--- src/rtl/sptr_pkg.sv ---
// Package for the supervisor threshold and timing register bank.
// Assumes one clock domain and a serial front end that issues byte requests.
`default_nettype none

package sptr_pkg;

  // ==========================================================
  // Register map
  localparam logic [7:0] IGN_OFF_THR_OFS = 8'h04;
  localparam logic [7:0] LOW_RAIL_THR_OFS = 8'h05;
  localparam logic [7:0] MID_RAIL_THR_OFS = 8'h06;
  localparam logic [7:0] BAT_HOLD_OFS = 8'h07;
  localparam logic [7:0] BAT_DELAY_OFS = 8'h08;
  localparam logic [7:0] IGN_ON_HOLD_OFS = 8'h09;
  localparam logic [7:0] IGN_OFF_DELAY_OFS = 8'h0a;
  localparam logic [7:0] RST_HOLD_OFS = 8'h0b;
  localparam logic [7:0] FIRST_OFS = IGN_OFF_THR_OFS;
  localparam int NUM_REGS = 8;

  // ==========================================================
  // Field layout: all fields start at bit 0
  localparam int FIELD_LSB = 0;
  localparam int THR4_WIDTH = 4;
  localparam int CODE3_WIDTH = 3;
  localparam logic [7:0] THR4_MASK = 8'h0f;
  localparam logic [7:0] CODE3_MASK = 8'h07;

  // ==========================================================
  // Non-programmed power-on values and what code zero selects
  localparam logic [7:0] REG_RESET = 8'h00;
  localparam logic [7:0] RDATA_RESET = 8'h00;
  localparam int IGN_OFF_THR_MV = 6950;
  localparam int LOW_RAIL_THR_MV = 2930;
  localparam int MID_RAIL_THR_MV = 7540;
  localparam int BAT_HOLD_MS = 200;
  localparam int BAT_DELAY_MS = 1200;
  localparam int IGN_ON_HOLD_MS = 10;
  localparam int IGN_OFF_DELAY_MS = 100;
  localparam int RST_HOLD_MS = 200;

  // ==========================================================
  // Carriers
  typedef struct packed {
    logic [7:0] addr;
    logic [7:0] wdata;
    logic we;
    logic re;
  } sptr_req_t;

  typedef struct packed {
    logic [3:0] ign_off_thr;
    logic [2:0] low_rail_thr;
    logic [2:0] mid_rail_thr;
    logic [2:0] battery_fault_hold_time;
    logic [2:0] battery_fault_delay_time;
    logic [2:0] ignition_on_hold_time;
    logic [2:0] ignition_off_delay_time;
    logic [2:0] reset_hold_time;
  } sptr_cfg_t;

  typedef logic [NUM_REGS-1:0][7:0] sptr_image_t;

endpackage

`default_nettype wire

--- src/rtl/sptr_regs.sv ---
// Eight byte-wide threshold and timing registers of a voltage supervisor.
// Assumes a serial front end issuing one-cycle read/write strobes and an
// OTP reader that presents the factory image with a one-cycle load pulse.
//
// Notes on behaviour
// - Ignition off threshold: 4-bit code, 6.95 V default
// - Low rail reset threshold: 3-bit, 2.93 V default
// - Mid rail reset threshold: 3-bit, 7.54 V default
// - Battery fault shutdown hold code, 200 ms default
// - Battery fault shutdown delay code, 1200 ms default
// - Ignition on shutdown hold code, 10 ms default
// - Ignition off shutdown delay code, 100 ms default
// - Reset output hold code, 200 ms default
// - Same address for reading and writing
// - Defaults load from factory OTP after power-up
`default_nettype none

module sptr_regs (
  input wire logic mclk,
  input wire logic rst,
  input wire sptr_pkg::sptr_req_t req,
  input wire logic otp_load,
  input wire sptr_pkg::sptr_image_t otp_image,
  output logic [7:0] reg_rdata,
  output logic reg_rvalid,
  output logic otp_done,
  output sptr_pkg::sptr_cfg_t cfg
);

  // ==========================================================
  // Decoding
  function automatic logic [7:0] field_mask(input int idx);
    begin
      if (idx == 0) begin
        field_mask = sptr_pkg::THR4_MASK;
      end else begin
        field_mask = sptr_pkg::CODE3_MASK;
      end
    end
  endfunction

  function automatic logic hit(input logic [7:0] addr);
    logic [7:0] rel;
    begin
      // Offsets below the map wrap in the subtraction, hence the lower bound
      rel = addr - sptr_pkg::FIRST_OFS;
      hit = (addr >= sptr_pkg::FIRST_OFS) && (rel < 8'(sptr_pkg::NUM_REGS));
    end
  endfunction

  logic [7:0] regs [sptr_pkg::NUM_REGS];
  logic [7:0] next_regs [sptr_pkg::NUM_REGS];
  logic [7:0] next_reg_rdata;
  logic next_reg_rvalid;
  logic next_otp_done;
  logic [2:0] rd_idx;

  assign rd_idx = 3'(req.addr - sptr_pkg::FIRST_OFS);

  // ==========================================================
  // Storage
  // A load from OTP outranks a host write in the same cycle, since the
  // factory image must be in place before the host settings take over.
  genvar gi;
  generate
    for (gi = 0; gi < sptr_pkg::NUM_REGS; gi++) begin : g_reg
      always_comb begin
        next_regs[gi] = regs[gi];
        if (otp_load) begin
          next_regs[gi] = otp_image[gi] & field_mask(gi);
        end else if (req.we && hit(req.addr) && rd_idx == 3'(gi)) begin
          next_regs[gi] = req.wdata & field_mask(gi);
        end
      end

      always_ff @(posedge mclk) begin
        if (rst) begin
          regs[gi] <= sptr_pkg::REG_RESET;
        end else begin
          regs[gi] <= next_regs[gi];
        end
      end
    end
  endgenerate

  // ==========================================================
  // Read port
  // Unmapped offsets answer zero so a stray read never looks like a code.
  always_comb begin
    next_reg_rvalid = req.re;
    next_reg_rdata = sptr_pkg::RDATA_RESET;
    if (req.re && hit(req.addr)) begin
      next_reg_rdata = regs[rd_idx];
    end
    // Sticky until reset, so software can tell a blank part from a loaded one
    next_otp_done = otp_done | otp_load;
  end

  always_ff @(posedge mclk) begin
    if (rst) begin
      reg_rdata <= sptr_pkg::RDATA_RESET;
      reg_rvalid <= 1'b0;
      otp_done <= 1'b0;
    end else begin
      reg_rdata <= next_reg_rdata;
      reg_rvalid <= next_reg_rvalid;
      otp_done <= next_otp_done;
    end
  end

  // ==========================================================
  // Codes handed to the comparators and timers
  // Code zero selects 6.95 V, 2.93 V, 7.54 V and 200, 1200, 10, 100, 200 ms.
  always_comb begin
    cfg.ign_off_thr = regs[0][sptr_pkg::THR4_WIDTH-1:0];
    cfg.low_rail_thr = regs[1][sptr_pkg::CODE3_WIDTH-1:0];
    cfg.mid_rail_thr = regs[2][sptr_pkg::CODE3_WIDTH-1:0];
    cfg.battery_fault_hold_time = regs[3][sptr_pkg::CODE3_WIDTH-1:0];
    cfg.battery_fault_delay_time = regs[4][sptr_pkg::CODE3_WIDTH-1:0];
    cfg.ignition_on_hold_time = regs[5][sptr_pkg::CODE3_WIDTH-1:0];
    cfg.ignition_off_delay_time = regs[6][sptr_pkg::CODE3_WIDTH-1:0];
    cfg.reset_hold_time = regs[7][sptr_pkg::CODE3_WIDTH-1:0];
  end

  // Reserved bits are checked in the flops as well as on reads.
  generate
    for (gi = 0; gi < sptr_pkg::NUM_REGS; gi++) begin : g_chk

    end
  endgenerate
endmodule

`default_nettype wire

--- config.mk ---
export PLATFORM = sky130hd
export DESIGN_NAME = sptr_regs
export DESIGN_NICKNAME = d
export VERILOG_FILES = /design/src/rtl/sptr_pkg.sv /design/src/rtl/sptr_regs.sv
export SDC_FILE = /design/constraint.sdc
export NUM_CORES = 1
export LEC_CHECK = 0
export ABC_AREA = 1
export ABC_CLOCK_PERIOD_IN_PS = 4300
export BUFFER_PORTS_ARGS = -buffer_cell sky130_fd_sc_hd__buf_2
export CORE_AREA = 2 2 68 70
export DETAILED_ROUTE_END_ITERATION = 6
export DIE_AREA = 0 0 70 72
export PLACE_DENSITY = 0.9
export SLEW_MARGIN = 5
export SYNTH_ARGS = -nofsm -noshare
export SYNTH_HDL_FRONTEND = slang
export SYNTH_SLANG_ARGS = --single-unit
--- constraint.sdc ---
create_clock -name mclk -period 4.3 [get_ports mclk]
set_clock_uncertainty 0.2 [all_clocks]
set_input_delay 0.86 -clock mclk [delete_from_list [all_inputs] [get_ports mclk]]
set_output_delay 0.86 -clock mclk [all_outputs]
set_load 0.01 [all_outputs]
==> results.toml <==
[yosys]
async_reset_ff_frac = 0
synth_top_area_share = 0.3171
synth-seq-area-share = 0.3171
yosys.area.top_type = "dfxtp_1"
syn_area_sq_um = 1957
yosysUniqueCellTypes = 25
syn_inst = 295
syn_area_per_cell_sq_um = 6.633
synth_edf_count = 0
ys.warnings.count = 0
synth-seq-cells = 31
synth_common_cells = "86 x nand2_1, 37 x nor2_1, 32 x inv_1"
synth_area_leaders = "dfxtp_1 32%, nand2_1 16%, nand4_4 8.7%, a21oi_1 7.2%, nor2_1 7.1%"
synth_most_common_cell = "nand2_1"
synth_ff_type = "dfxtp_1"

[placement]
portBuffers = 72
place_hpwl_mm = 3.903
place_congestion = 0.8202
placed_area_sq_um = 2306

[pwr]
p_leak_nw = 1.285
pwr-share-comb = 0.237
powerDensity_nw_per_um2 = 294.0
finalPower_w = 0.0007018
p_seq_frac = 0.450
switching_share = 0.3150
irDropWorstVdd_mv = 0.1811
internal_power_w = 0.0004807
p_clk_frac = 0.313
p_switching_w = 0.0002211

[drt]
drc = 0
wl_per_cell_microns = 12.54
vias = 2127
routed_wl_mm = 5.190
ant_nets = 0
via_per_inst = 5.138
dr.pass1.iters = 4
first_iter_violations = 143

[timing]
hold_violations = 0
max_slew_margin = 0.4511
setup_viol = 0
holdWs_ns = 0.2690
fin_crit_ns = 2.584
worst_pin_slew_ns = 0.8221
maxSlewViolCount = 0
rsz0062_at_grt = "false"
fin_setup_tns_ns = 0
fmax_mhz = 387.0
min_period_over_period = 0.6009

[clock_network]
cts_buffer_depth = 2
clockRootBuffer = "clkbuf_8"
cts.clk_slew.worst_paths_ns = 0.06
post_cts_resized = 0
postCtsHoldBufs = 0
cts_tree = "done"
cts_sinks = 31
htreeDepth = 2
cts_buffers = 5
post_cts_buffers = 0
clk_latency_ns = 0.29

[floorplan]
core_sq_um = 4264
die-area_sq_um = 5040
ios = 120
rows = 24
dieWidth_microns = 70
initial_core_util = 0.4589
fp.dieH_microns = 72

[worst_setup_path]
crit_top_cell = "nand2_1"
end_kind = "flop"
start_kind = "primary input"
path_class = "primary input to flop"
critical_path_buf_inv_count = 2
cpPeakStageDelay_ns = 0.66
crit_chain = "buf_2 -> inv_2 -> nand2_1 -> nand2_1 -> a21oi_1 -> nor2_1"
path_delay_family = "buffers and inverters"
cp.required_ns = 4.32
arrival_ns = 2.61
crit_fanout = 54
worst_path_max_delay_cell = "inv_2"

[grt]
grt_pass1_wl_mm = 8.528
antenna_found_initial = 0
overflow = 0
grt_use_total = 0.2103
grt_max_degree = 55
grt_pass1_vias = 2040

[cells_and_area]
final_design_area_no_fill_sq_um = 2387
area_delta_synth_final_pct = 21.99
final_util = 0.5599
diodes = 0
layout.nets = 447
num-fill-cells = 419
drive_gt1_frac = 0.2652

[outcome]
status = "finished, final reports clean"

[flow_run]
cap_violations = 0

[hold_path]
holdCritPathClass = "flop to flop"
## tightest hold or removal path: stages (launching register included)
cell,delay [ns]
dfxtp_1,0.31
inv_1,0.07
nor4_1,0.05
## layout by cell type (no fill, tap or decap), types with 2 or more instances in the layout
cell type  Yosys  final
nand2_1       86     86
buf_2          4     72
nor2_1        37     37
inv_1         32     32
dfxtp_1       31     31
a21oi_1       28     28
nand3_1       25     25
o22ai_1       12     12
nand4_4        8      8
o21ai_0        6      6
clkbuf_8       0      5
conb_1         1      4
nand2_2        3      3
inv_2          2      2
clkbuf_1       1      2
## layer usage
layer / wire, microns / track usage / up-vias
li1: - / - / 1074
met3: 356 / 0.05556 / 12
met1: 2235 / 0.2459 / 948
met2: 2513 / 0.3577 / 93
met5: 0 / 0 / -
met4: 85 / 0.1068 / 0
## kinds of logic after synthesis
| family | synth area share |
|---|---|
| and+or+nand+nor | 0.4373 |
| other | 0.001916 |
| DFF | 0.3171 |
| adders and majority gates | 0.006393 |
| AOI/OAI and AO/OA | 0.1253 |
| buffers and inverters | 0.1119 |
## registers in the layout (all words and copies together) (netlist names)
name,flops
otp_done,1
reg_rdata,4
reg_rvalid,1
regs,25
## power by group through the flow
| stage | logic [W] | clock network (W) | registers [W] |
|---|---|---|---|
| 4_1_cts | 0.000166 | 0.000224 | 0.000316 |
| 6_report | 0.000166 | 0.000220 | 0.000316 |
| 3_3_place_gp | 0.000161 | 0 | 0.000321 |
| 3_5_place_dp | 0.000166 | 0 | 0.000322 |
| 5_1_grt | 0.000186 | 0.000237 | 0.000317 |
| 2_1_floorplan | 0.000104 | 0 | 0.000330 |
## worst paths after layout
kind	endpoint	start	cells after the start	slack [ns]
worst max-delay path	regs[6][1]$_SDFFE_PP0P_	otp_load	6	1.72
worst min-delay path	reg_rdata[3]$_SDFF_PP0_	regs[0][3]$_SDFFE_PP0P_	2	0.27
worst max register to register	reg_rdata[0]$_SDFF_PP0_	regs[7][0]$_SDFFE_PP0P_	4	3.13
worst min register to register	reg_rdata[3]$_SDFF_PP0_	regs[0][3]$_SDFFE_PP0P_	2	0.27
## cell type report
class,instances,area (sq um),share of cell area
well taps,52,65.06,0.02725
inverters,35,131.4,0.05503
flip-flops and latches,31,620.6,0.2600
repair buffers,72,360.3,0.1509
multi-input cells,216,1129,0.4727
clock inverters,1,5.005,0.002096
clock buffers,7,76.32,0.03197
## stage by stage
| stage | setup slack [ns] | cells |
|---|---|---|
| 2_1_floorplan | 1.965 | 298 |
| 3_3_place_gp | 1.507 | 406 |
| 3_5_place_dp | 1.456 | 406 |
| 4_1_cts | 1.759 | 414 |
| 5_1_grt | 1.534 | 414 |
| 6_report | 1.716 | 414 |
Note: power is estimated with default switching activity, not from simulation.
